$ cat config.mk
export PLATFORM = sky130hd
export DESIGN_NAME = mwt_watchdog
export DESIGN_NICKNAME = d
export VERILOG_FILES = /design/src/design/mwt_pkg.sv /design/src/design/mwt_apb_decode.sv /design/src/design/mwt_binary_stage.sv /design/src/design/mwt_watchdog.sv
export VERILOG_INCLUDE_DIRS = /design/src /design/src/design
export SDC_FILE = /design/constraint.sdc
export NUM_CORES = 1
export LEC_CHECK = 0
export BUFFER_PORTS_ARGS = -buffer_cell sky130_fd_sc_hd__clkbuf_2
export CORE_MARGIN = 2
export CORE_UTILIZATION = 40
export DETAILED_ROUTE_END_ITERATION = 10
export GPL_TIMING_DRIVEN = 0
export PLACE_DENSITY_LB_ADDON = 0.05
export SYNTH_ARGS = -nofsm -noshare
export SYNTH_HDL_FRONTEND = slang
export SYNTH_SLANG_ARGS = --single-unit
$ cat constraint.sdc
create_clock -name pclk -period 3.3 [get_ports pclk]
set_input_delay 0.66 -clock pclk [delete_from_list [all_inputs] [get_ports pclk]]
set_output_delay 0.66 -clock pclk [all_outputs]
set_load 0.01 [all_outputs]
$ cat src/design/mwt_consts.svh
`ifndef MWT_CONSTS_SVH
`define MWT_CONSTS_SVH

// Register word indices and byte offsets
`define MWT_CONTROL_IDX 8'h34
`define MWT_COMMAND_IDX 8'h35
`define MWT_CONTROL_ADDR 12'h0d0
`define MWT_COMMAND_ADDR 12'h0d4
`define MWT_STATUS_ADDR 12'h0d8
`define MWT_MODE_ADDR 12'h0dc

// Control register fields
`define MWT_BIT_OUTSEL 0
`define MWT_BIT_TIME_LO 1
`define MWT_BIT_TIME_HI 2
`define MWT_BIT_ENABLE 3
`define MWT_BIT_TRAP_ACT 4
`define MWT_BIT_TRAP_AREA 5

// Mode register fields
`define MWT_BIT_DIVSEL 0
`define MWT_BIT_SLOW 1
`define MWT_BIT_STOP 2
`define MWT_BIT_IDLE 3
`define MWT_BIT_FS_TICK 4

// Command codes
`define MWT_CODE_CLEAR 8'h4e
`define MWT_CODE_DISABLE 8'hb1
`define MWT_CODE_TRAP 8'hd2

// Reset values
`define MWT_CONTROL_RESET 6'h39
`define MWT_MODE_RESET 5'h00

// Prescaler width: low-order divider in front of the binary counter
`define MWT_PRE_W 25
// Reset pulse: 24 high-frequency periods, taken as 24 pclk at most
`define MWT_RST_NS 192
`define MWT_CLK_NS 8
`define MWT_RST_CYC ((`MWT_RST_NS) / (`MWT_CLK_NS))

`endif

$ cat src/design/mwt_pkg.sv
package mwt_pkg;

	typedef struct packed {
		logic trap_area_select;
		logic trap_action_select;
		logic wd_enable_bit;
		logic [1:0] detection_time_select;
		logic overflow_action_select;
	} mwt_control_t;

	typedef struct packed {
		logic fs_tick;
		logic idle_sleep;
		logic stop;
		logic slow;
		logic divider_clock_select;
	} mwt_mode_t;

	typedef enum logic [1:0] {
		MWT_RUN = 2'b00,
		MWT_RST = 2'b01,
		MWT_OFF = 2'b11
	} mwt_state_t;

endpackage

$ cat src/design/mwt_apb_decode.sv
`timescale 1ns/1ps
`include "mwt_consts.svh"
module mwt_apb_decode
(
	// APB request
	input wire logic psel,
	input wire logic penable,
	input wire logic pwrite,
	input wire logic [11:0] paddr,
	// Decoded strobes
	output logic wr_control,
	output logic wr_command,
	output logic wr_mode,
	output logic rd_status,
	output logic rd_mode,
	output logic unmapped
);
	wire logic access;
	assign access = psel && penable;
	assign wr_control = access && pwrite && (paddr == `MWT_CONTROL_ADDR);
	assign wr_command = access && pwrite && (paddr == `MWT_COMMAND_ADDR);
	assign wr_mode = access && pwrite && (paddr == `MWT_MODE_ADDR);
	assign rd_status = access && !pwrite && (paddr == `MWT_STATUS_ADDR);
	assign rd_mode = access && !pwrite && (paddr == `MWT_MODE_ADDR);
	assign unmapped = access && (paddr != `MWT_CONTROL_ADDR) && (paddr != `MWT_COMMAND_ADDR)
		&& (paddr != `MWT_STATUS_ADDR) && (paddr != `MWT_MODE_ADDR);
endmodule

$ cat src/design/mwt_binary_stage.sv
`timescale 1ns/1ps
module mwt_binary_stage
(
	// Clock and reset
	input wire logic pclk,
	input wire logic presetn,
	// Control
	input wire logic clear,
	input wire logic tick,
	// Stage bit and carry
	output logic bit_q,
	output logic carry
);
	assign carry = tick && bit_q;
	always_ff @(posedge pclk or negedge presetn)
	begin
		if (!presetn)
			bit_q <= 1'b0;
		else if (clear)
			bit_q <= 1'b0;
		else if (tick)
			bit_q <= !bit_q;
	end
endmodule

$ cat src/design/mwt_watchdog.sv
// Operation
// RULE_01 - Reset selects reset-request on overflow
// RULE_02 - Interrupt selection locks until reset
// RULE_03 - Enable bit resets to one
// RULE_04 - Overflow with select one: reset request
// RULE_05 - Overflow with select zero: interrupt
// RULE_06 - Hold count in stop, idle, sleep
// RULE_07 - Prescaler plus two-stage counter; 4EH clears
// RULE_08 - Software clears within three quarters time
// RULE_09 - Control register one bit layout
// RULE_10 - Detection time code selects prescaler tap
// RULE_11 - Control register write-only, no RMW
// RULE_12 - Command decodes 4EH, B1H, D2H only
// RULE_13 - Disable code needs enable bit zero
// RULE_14 - Software stop sequence is fixed
// RULE_15 - Disabled watchdog holds counter cleared
// RULE_16 - Software clears around stop mode
// RULE_17 - No counter clear inside interrupts
// RULE_18 - Periodic interrupt timer use allowed
// RULE_19 - Overflow reset lasts 24 clocks at most
// RULE_20 - Watchdog interrupt is non-maskable
// RULE_21 - Trap bits stored and passed out
// RULE_22 - Prescaler source from divider select, mode
`timescale 1ns/1ps
`include "mwt_consts.svh"
module mwt_watchdog
(
	// APB slave
	input wire logic pclk,
	input wire logic presetn,
	input wire logic psel,
	input wire logic penable,
	input wire logic pwrite,
	input wire logic [11:0] paddr,
	input wire logic [31:0] pwdata,
	output logic [31:0] prdata,
	output logic pready,
	output logic pslverr,
	// Watchdog outputs
	output logic watchdog_interrupt_request,
	output logic reset_request,
	output logic reset_pin_n,
	// Address-trap side
	output logic trap_area_select,
	output logic trap_action_select,
	output logic trap_area_commit
);
	mwt_pkg::mwt_control_t control;
	mwt_pkg::mwt_control_t next_control;
	mwt_pkg::mwt_mode_t mode;
	mwt_pkg::mwt_state_t state;
	mwt_pkg::mwt_state_t next_state;
	logic out_locked;
	logic [`MWT_PRE_W-1:0] prescaler;
	logic [4:0] rst_count;
	logic overflow_seen;

	wire logic wr_control;
	wire logic wr_command;
	wire logic wr_mode;
	wire logic rd_status;
	wire logic rd_mode;
	wire logic unmapped;
	wire logic [7:0] code;
	wire logic cmd_clear;
	wire logic cmd_disable;
	wire logic cmd_trap;
	wire logic paused;
	wire logic use_fast;
	wire logic pre_tick;
	wire logic [`MWT_PRE_W-1:0] next_prescaler;
	wire logic fs_step;
	wire logic [4:0] tap;
	wire logic stage_tick;
	wire logic stage0_q;
	wire logic stage0_carry;
	wire logic stage1_q;
	wire logic overflow;
	wire logic counter_clear;
	wire logic running;

	mwt_apb_decode u_decode
	(
		.psel(psel),
		.penable(penable),
		.pwrite(pwrite),
		.paddr(paddr),
		.wr_control(wr_control),
		.wr_command(wr_command),
		.wr_mode(wr_mode),
		.rd_status(rd_status),
		.rd_mode(rd_mode),
		.unmapped(unmapped)
	);

	// RULE_12 decode command codes
	assign code = pwdata[7:0];
	assign cmd_clear = wr_command && (code == `MWT_CODE_CLEAR);
	assign cmd_trap = wr_command && (code == `MWT_CODE_TRAP);
	// RULE_13 disable needs enable low
	assign cmd_disable = wr_command && (code == `MWT_CODE_DISABLE) && !control.wd_enable_bit;

	// RULE_06 pause in low-power modes
	assign paused = mode.stop || mode.idle_sleep;
	assign running = (state == mwt_pkg::MWT_RUN);

	// RULE_22 prescaler source select
	assign use_fast = !mode.slow && !mode.divider_clock_select;
	assign fs_step = mode.fs_tick;
	assign pre_tick = running && !paused && (use_fast || fs_step);
	assign next_prescaler = prescaler + {{(`MWT_PRE_W-1){1'b0}}, 1'b1};

	// RULE_10 detection time tap
	assign tap = use_fast ? (5'd22 - {2'b00, control.detection_time_select, 1'b0})
		: (5'd14 - {2'b00, control.detection_time_select, 1'b0});

	// RULE_07 counter steps on prescaler tap carry
	assign stage_tick = pre_tick && (prescaler[tap +: 1] == 1'b1)
		&& ((prescaler & ((`MWT_PRE_W'(1) << tap) - `MWT_PRE_W'(1))) == {`MWT_PRE_W{1'b1}}
		>> (`MWT_PRE_W - tap));

	// RULE_07 clear code hits binary stages only
	// RULE_15 disabled holds stages cleared
	assign counter_clear = cmd_clear || (state == mwt_pkg::MWT_OFF) || !running;

	mwt_binary_stage u_stage0
	(
		.pclk(pclk),
		.presetn(presetn),
		.clear(counter_clear),
		.tick(stage_tick),
		.bit_q(stage0_q),
		.carry(stage0_carry)
	);

	mwt_binary_stage u_stage1
	(
		.pclk(pclk),
		.presetn(presetn),
		.clear(counter_clear),
		.tick(stage0_carry),
		.bit_q(stage1_q),
		.carry(overflow)
	);

	// Control register update
	always_comb
	begin
		next_control = control;
		if (wr_control)
		begin
			next_control.trap_area_select = pwdata[`MWT_BIT_TRAP_AREA];
			next_control.trap_action_select = pwdata[`MWT_BIT_TRAP_ACT];
			next_control.wd_enable_bit = pwdata[`MWT_BIT_ENABLE];
			next_control.detection_time_select = pwdata[`MWT_BIT_TIME_HI:`MWT_BIT_TIME_LO];
			// RULE_02 interrupt choice is one-way
			next_control.overflow_action_select = pwdata[`MWT_BIT_OUTSEL] && !out_locked;
		end
		if (cmd_clear && !control.wd_enable_bit)
			next_control.wd_enable_bit = control.wd_enable_bit;
	end

	// Watchdog state
	always_comb
	begin
		next_state = state;
		case (state)
			mwt_pkg::MWT_RUN:
			begin
				if (cmd_disable)
					next_state = mwt_pkg::MWT_OFF;
				// RULE_04 overflow to reset
				else if (overflow && control.overflow_action_select)
					next_state = mwt_pkg::MWT_RST;
			end
			mwt_pkg::MWT_RST:
			begin
				// RULE_19 bounded reset pulse
				if (rst_count == 5'(`MWT_RST_CYC - 1))
					next_state = mwt_pkg::MWT_RUN;
			end
			mwt_pkg::MWT_OFF:
			begin
				if (wr_control && pwdata[`MWT_BIT_ENABLE])
					next_state = mwt_pkg::MWT_RUN;
			end
			default:
				next_state = mwt_pkg::MWT_RUN;
		endcase
	end

	always_ff @(posedge pclk or negedge presetn)
	begin
		if (!presetn)
		begin
			// RULE_01 reset request selected
			// RULE_03 enable set at reset
			// RULE_09 control bit layout
			control <= mwt_pkg::mwt_control_t'(`MWT_CONTROL_RESET);
			out_locked <= 1'b0;
			state <= mwt_pkg::MWT_RUN;
			mode <= mwt_pkg::mwt_mode_t'(`MWT_MODE_RESET);
		end
		else
		begin
			control <= next_control;
			if (wr_control && !pwdata[`MWT_BIT_OUTSEL])
				out_locked <= 1'b1;
			state <= next_state;
			if (wr_mode)
				mode <= mwt_pkg::mwt_mode_t'(pwdata[4:0]);
		end
	end

	// Prescaler counts on pre_tick only; clear code does not touch it
	always_ff @(posedge pclk or negedge presetn)
	begin
		if (!presetn)
			prescaler <= '0;
		else if (pre_tick)
			prescaler <= next_prescaler;
	end

	// RULE_19 reset pulse length
	always_ff @(posedge pclk or negedge presetn)
	begin
		if (!presetn)
			rst_count <= 5'd0;
		else if (state == mwt_pkg::MWT_RST)
			rst_count <= rst_count + 5'd1;
		else
			rst_count <= 5'd0;
	end

	// Outputs
	always_ff @(posedge pclk or negedge presetn)
	begin
		if (!presetn)
		begin
			watchdog_interrupt_request <= 1'b0;
			reset_request <= 1'b0;
			reset_pin_n <= 1'b1;
			trap_area_select <= 1'b0;
			trap_action_select <= 1'b0;
			trap_area_commit <= 1'b0;
			overflow_seen <= 1'b0;
		end
		else
		begin
			// RULE_05 overflow to interrupt
			// RULE_18 periodic interrupt on each overflow
			// RULE_20 not gated by any mask
			watchdog_interrupt_request <= overflow && !control.overflow_action_select && running;
			reset_request <= (next_state == mwt_pkg::MWT_RST);
			reset_pin_n <= !(next_state == mwt_pkg::MWT_RST);
			// RULE_21 trap bits passed out
			trap_area_select <= next_control.trap_area_select;
			trap_action_select <= next_control.trap_action_select;
			trap_area_commit <= cmd_trap;
			if (overflow)
				overflow_seen <= 1'b1;
			else if (rd_status)
				overflow_seen <= 1'b0;
		end
	end

	// APB answer: zero wait states
	always_ff @(posedge pclk or negedge presetn)
	begin
		if (!presetn)
		begin
			prdata <= 32'h0000_0000;
			pready <= 1'b0;
			pslverr <= 1'b0;
		end
		else
		begin
			pready <= psel && !penable;
			pslverr <= psel && !penable && (paddr != `MWT_CONTROL_ADDR) && (paddr != `MWT_COMMAND_ADDR)
				&& (paddr != `MWT_STATUS_ADDR) && (paddr != `MWT_MODE_ADDR);
			// RULE_11 control reads as zero
			if (psel && !penable && !pwrite && (paddr == `MWT_STATUS_ADDR))
				prdata <= {26'h000_0000, overflow_seen, running, state == mwt_pkg::MWT_OFF, 1'b0,
					stage1_q, stage0_q};
			else if (psel && !penable && !pwrite && (paddr == `MWT_MODE_ADDR))
				prdata <= {27'h000_0000, mode};
			else
				prdata <= 32'h0000_0000;
		end
	end

	wire logic unused_ok;
	assign unused_ok = rd_mode | unmapped;
endmodule

# [Word level (Yosys, flattened, before mapping)]
# Index checks and enable logic that the tools add are counted.
# Widths: inputs -> output; s select.
[word_totals] ff_bits=87 latchBits=0 ram_bits=0 mem_bits_ro=0 input_bits=49 output_inout_bits=40 word_cells=124 n_memories=0
[classes] add_sub_neg=6 mul=0 div_mod_pow=0 order_cmp=0 eq_ne=16 shifts=3 mux=16 bitwise=2 reduce_logical=55
[ops] cell="$eq 12x8->1 const B" count=4
[ops] cell="$ne 12x8->1 const B" count=4
[ops] cell="$logic_and 1x1->1" count=33
[ops] cell="$shr 25x32->25 const A" count=1
[ops] cell="$add 25x1->25 const B" count=1
[ops] cell="$and 25x25->25" count=1
[ops] cell="$eq 25x25->1" count=1
[ops] cell="$shiftx 25x6->1" count=1
[ops] cell="$shl 1x5->25 const A" count=1
[ops] cell="$sub 25x1->25 const B" count=1
[ops] cell="$eq 8x8->1 const B" count=2
[ops] cell="$mux 5" count=3
[ops] cell="$logic_not 1->1" count=13
[ops] cell="$mux 6" count=2
[ops] cell="$eq 8x7->1 const B" count=1
[ops] cell="$mux 2" count=4
[ops] cell="$mux 1" count=6
[ops] cell="$pmux 2 s3" count=1
[ops] cell="$reduce_bool 2->1" count=3
[ops] cell="$sub 5x5->6 const A" count=1
[ops] cell="$add 5x1->5 const B" count=1
[ops] cell="$eq 5x5->1 const B" count=1
[ops] cell="$sub 4x3->5 const A" count=1
[ops] cell="$sub 5x3->5 const A" count=1
[ops] cell="other kinds (6)" count=10

# [Logic depth before layout (Yosys ltp)]
[depth] depth_word=16 ltp_mapped=14

# [Hierarchy]
# A second synthesis with hierarchy kept.
[hier_totals] hier_cells=388 hier_area_um2=3676.0
[modules_own_cells] module="mwt_watchdog" n_inst=1 cells_each=364 area_per_inst_um2=3469.6 seq_area_each_um2=1482.7
[modules_own_cells] module="mwt_apb_decode" n_inst=1 cells_each=16 area_per_inst_um2=116.4 seq_area_each_um2=0.0
[modules_own_cells] module="mwt_binary_stage" n_inst=2 cells_each=4 area_per_inst_um2=45.0 seq_area_each_um2=25.0

# [Worst setup path before layout]
# OpenSTA, ideal clock, no wires.
[synth_timing] path_type="reg-to-reg" start="register mode[1] in the netlist's numbering" end="register state[0]" setup_time_ns=0.124 t_arrival_ns=3.021 slack_ns=0.155 path_stages_with_launch=15 path_buffers=2 path_cell_list="dfrtp_1 -> nor2_4 -> inv_2 -> buf_6 -> ha_1 -> buf_6 -> inv_1 -> ha_1 -> nor4b_4 -> o2111a_1 -> nor3_1 -> mux2_2 -> a31oi_2 -> nor4_4 -> a211o_2"
[synth_via] elab_chain_len=14 elab_cells_between_ends=20
[synth_lines] element="from (decl)" line="mwt_watchdog.sv:50" text="mwt_pkg::mwt_mode_t mode;"
[synth_lines] element="from (signal assigned)" line="mwt_watchdog.sv:202" text="mode <= mwt_pkg::mwt_mode_t'(`MWT_MODE_RESET);"
[synth_lines] element="from (signal assigned)" line="mwt_watchdog.sv:211" text="mode <= mwt_pkg::mwt_mode_t'(pwdata[4:0]);"
[synth_lines] element="$logic_not 1->1 *" line="mwt_watchdog.sv:108" text="assign use_fast = !mode.slow && !mode.divider_clock_select;"
[synth_lines] element="$logic_and 1x1->1 *" line="mwt_watchdog.sv:108"
[synth_lines] element="$mux 5" line="mwt_watchdog.sv:114" text="assign tap = use_fast ? (5'd22 - {2'b00, control.detection_time_select, 1'b0})"
[synth_lines] element="$shl 1x5->25 (no source line)"
[synth_lines] element="$sub 25x1->25" line="mwt_watchdog.sv:119" text="&& ((prescaler & ((`MWT_PRE_W'(1) << tap) - `MWT_PRE_W'(1))) == {`MWT_PRE_W{1'b1}}"
[synth_lines] element="$and 25x25->25" line="mwt_watchdog.sv:119"
[synth_lines] element="$eq 25x25->1" line="mwt_watchdog.sv:119"
[synth_lines] element="$logic_and 1x1->1 *" line="mwt_watchdog.sv:118" text="assign stage_tick = pre_tick && (prescaler[tap +: 1] == 1'b1)"
[synth_lines] element="$logic_and 1x1->1 * (2 in a row)" line="mwt_binary_stage.sv:14" text="assign carry = tick && bit_q;"
[synth_lines] element="$logic_and 1x1->1 *" line="mwt_watchdog.sv:173" text="else if (overflow && control.overflow_action_select)"
[synth_lines] element="$mux 2 *" line="mwt_watchdog.sv:173"
[synth_lines] element="$mux 2 *" line="mwt_watchdog.sv:170" text="if (cmd_disable)"
[synth_lines] element="$pmux 2 s3 *" line="mwt_watchdog.sv:167" text="case (state)"
[synth_lines] element="named net next_state[0]" line="mwt_watchdog.sv:52" text="mwt_pkg::mwt_state_t next_state;"
[synth_lines] element="to (signal assigned)" line="mwt_watchdog.sv:201" text="state <= mwt_pkg::MWT_RUN;"
[synth_lines] element="to (signal assigned)" line="mwt_watchdog.sv:209" text="state <= next_state;"
[synth_lines] element="to (decl)" line="mwt_watchdog.sv:51" text="mwt_pkg::mwt_state_t state;"
# Mark *: on every way through the listed nets, which the timed path passes. The rest lies on a longest branch.
# A chain may end at the register's enable or synchronous reset.

# [Final worst setup path]
# Ends and elaborated chain as after synthesis.

==> summary.md <==
| Metric | Value |
|---|---|
| Crit path max fanout | 10 |
| Sink Count | 61 |
| Core Util, Final | 0.493 |
| CP endpoint kind | register |
| Die height | 106 um |
| Core ar. | 0.0102 mm^2 |
| Peak VDD IR | 0.317 mV |
| Total global-route track usage | 0.201 |
| CP startpoint | mode[1] |
| Clock transition at path regs | approximately 0.07 ns |
| Synth top area share | 0.337 |
| Root buffer cell | clkbuf_8 |
| CTS tree | built |
| Starting Density | 0.408 |
| Drt wl/cell | between 15 and 20 um |
| CTS Buf Count | 9 |
| Min Tclk post-route | 3.18 ns |
| Initial antenna violation count | 0 |
| Most instantiated library cell after synthesis | dfrtp_1 |
| Net count of the finished layout | 587 |
| Drt drc | 0 |
| TNS Setup | 0 ns |
| Hold Fails Final Rpt | 0 |
| Global-route wire length before repair | around 18000 um |
| Most frequent cells after synthesis | dfrtp_1, nand2_1, nor2_1 |
| Comb pwr share | 0.145 |
| Clk buf depth | 2 |
| Critical-path cell list | nor2_4 > inv_2 > buf_6 > ha_1 > buf_6 > inv_4 > ha_4 > nor4b_4 > buf_6 > o2111a_1 > nor3_1 > mux2_4 > a31oi_4 > nor4_4 > buf_4 > a211o_2 |
| PD cells | around 350 mW/mm^2 |
| Row cnt | 37 |
| Die area | approximately 0.011 mm^2 |
| N_diodes | 0 |
| Vias in the first global route | 3399 |
| Sequential Power Share | 0.479 |
| DP HPWL | 7600 um |
| Global placement routability congestion | 0.835 |
| Final slew viol count | 0 |
| Least-Margin Pin Slew | 0.850 ns |
| Largest cells by area after synthesis | dfrtp_1, buf_4, nand2_1 |
| Critical path class | register to register |
| Total wire length | 10600 um |
| Main flop type after synthesis | dfrtp_1 |
| Ys async rst share | 1.00 |
| Number of flops mapped to enable cells by yosys | 0 |
| Switch Pwr | 501 uW |
| Max Cap Viol | 0 |
| Net Sw Frac | 0.285 |
| CP required | 3.54 ns |
| Mapped cell area | ~0.0042 mm^2 |
| Crit start category | register |
| Clock network fraction of design power | 0.377 |
| Family with the most delay on the worst path | compound AO/OA/AOI/OAI gates |
| Drt pass-1 iters | 5 |
| Max Fclk | 314 MHz |
| Synth warn | 0 |
| Via count | 3504 |
| H-tree Lvls | 3 |
| Share of layout cells above drive strength 1 | 0.303 |
| Status | finished clean |
| Worst rel slew slack | 0.433 |
| Remaining Overflow, GRT | 0 |
| Most frequent CP cell | buf_6 |
| Initial DRC Count | 230 |
| Clk_lat worst skew | ~0.36 ns |
| Routed vias/inst | 5.25 |
| Final period utilization | 0.964 |
| Sequential fraction of the synthesis area | 0.369 |
| Register bit total from synthesis | 61 |
| I/O Pins | 89 |
| Setup-failing EPs final | 0 |
| Horiz. Die Dim | 106 um |
| Antenna Violating Nets Remaining | 0 |
| Critical path data arrival time | 3.43 ns |
| Slowest cell on the critical path | dfrtp_1 |
| Max incr delay on CP | 0.42 ns |
| Cell count after synthesis | 436 |
| Maximum number of pins on one net before global-route repair | 62 |
| Cell taking the most area after synthesis | dfrtp_1 |
| Avg Cell Area, Syn | 9.53 um^2 |
| Buf/Inv on CP | 6 |
| Final setup skew | 0.00859 ns |
| Leakage | around 0.0024 uW |
| Worst min path class | input port to async pin |
| Cell variety after synth | 82 |
| Int Pwr | between 1000 and 1500 uW |
| Layout area overhead | 20.9% |
| Worst reg2reg path startpoint | mode[1] |
| Port bufs | 38 |
## final cells by class
class	count	area, um^2
Buffer	43	337
Clock buffer	10	128
Clock inverter	6	63.8
Timing Repair Buffer	56	344
Sequential cell	61	1540
Tap cell	136	170
Fill cell	1064	5160
Inverter	12	47.5
Multi-Input combinational cell	344	2400
## power by group through the flow
stage | Clock [uW] | Combinational [uW] | Sequential, uW
after floorplan | 0 | 184 | 846
after global placement | 0 | 249 | 854
after detailed placement | 0 | 251 | 855
after CTS | 689 | 254 | 841
after global routing | 720 | 287 | 850
final | 663 | 254 | 842
## kinds of logic (layout without fill, tap and decap cells)
family	after synthesis	count (layout)	share of synthesized area
compound gates	72	72	0.141
xor+xnor	28	28	0.0590
fa+ha+maj	11	11	0.0331
buf+inv	56	127	0.0927
flops	61	61	0.369
mux	17	17	0.0497
other cells	1	26	0.000902
simple gates	190	190	0.255
## cells in the final DEF, fill, tap and decap left out, types with 13 or more instances in the layout
cell,instances
buf_4,44
nand3_1,21
and3_1,13
nor2_1,32
clkbuf_2,37
conb_1,26
dfrtp_1,54
xnor2_1,19
nand2_1,46
nand4_1,15
## stage by stage
step	total power, uW	worst slack, ns	hold slack [ns]	cell area [um^2]	std cells
global route	1860	-0.0109	0.496	5020	668
finish	1760	0.117	0.426	5020	668
detailed placement	1110	-0.399	0.455	4610	635
global placement	1100	-0.424	0.450	4610	635
CTS	1780	0.0372	0.466	4860	654
floorplan	1030	0.155	0.364	4250	461
## state kept, by name, summed over array words and instances (netlist names)
name and cells:
control 6, fs_step 1, mode 4, out_locked 1, overflow_seen 1, prdata 6, pready 1, prescaler 25
pslverr 1, reset_pin_n 1, reset_request 1, rst_count 5, state 2, trap_action_select 1, trap_area_commit 1, trap_area_select 1
u_stage0.bit_q 1, u_stage1.bit_q 1, watchdog_interrupt_request 1
## layer usage
| layer | global-route usage | wire length (um) | up-vias |
|---|---|---|---|
| li1 | - | - | 1715 |
| met5 | 0 | 0 | - |
| met2 | 0.312 | 4830 | 121 |
| met1 | 0.274 | 4950 | 1647 |
| met4 | 0.0780 | 197 | 0 |
| met3 | 0.0435 | 612 | 21 |
## worst paths after layout
kind,end,cells after the start,slack [ns]
max reg2reg,state[0],16,0.12
min,prescaler[9],1,0.43
min reg2reg,control[3],2,0.46
max,state[0],16,0.12
max in group asynchronous,control[1],1,2.26
min in group pclk,control[3],2,0.46
## repair_timing
action | in CTS | in global routing
hold buffers | 0 | 0
buffers inserted | 3 | 15
hold endpoints to repair | 0 | 0
resized for setup | 8 | 9
pin swaps | 2 | 2
setup endpoints to repair | 7 | 7
Power figures use the tool's default switching activity.
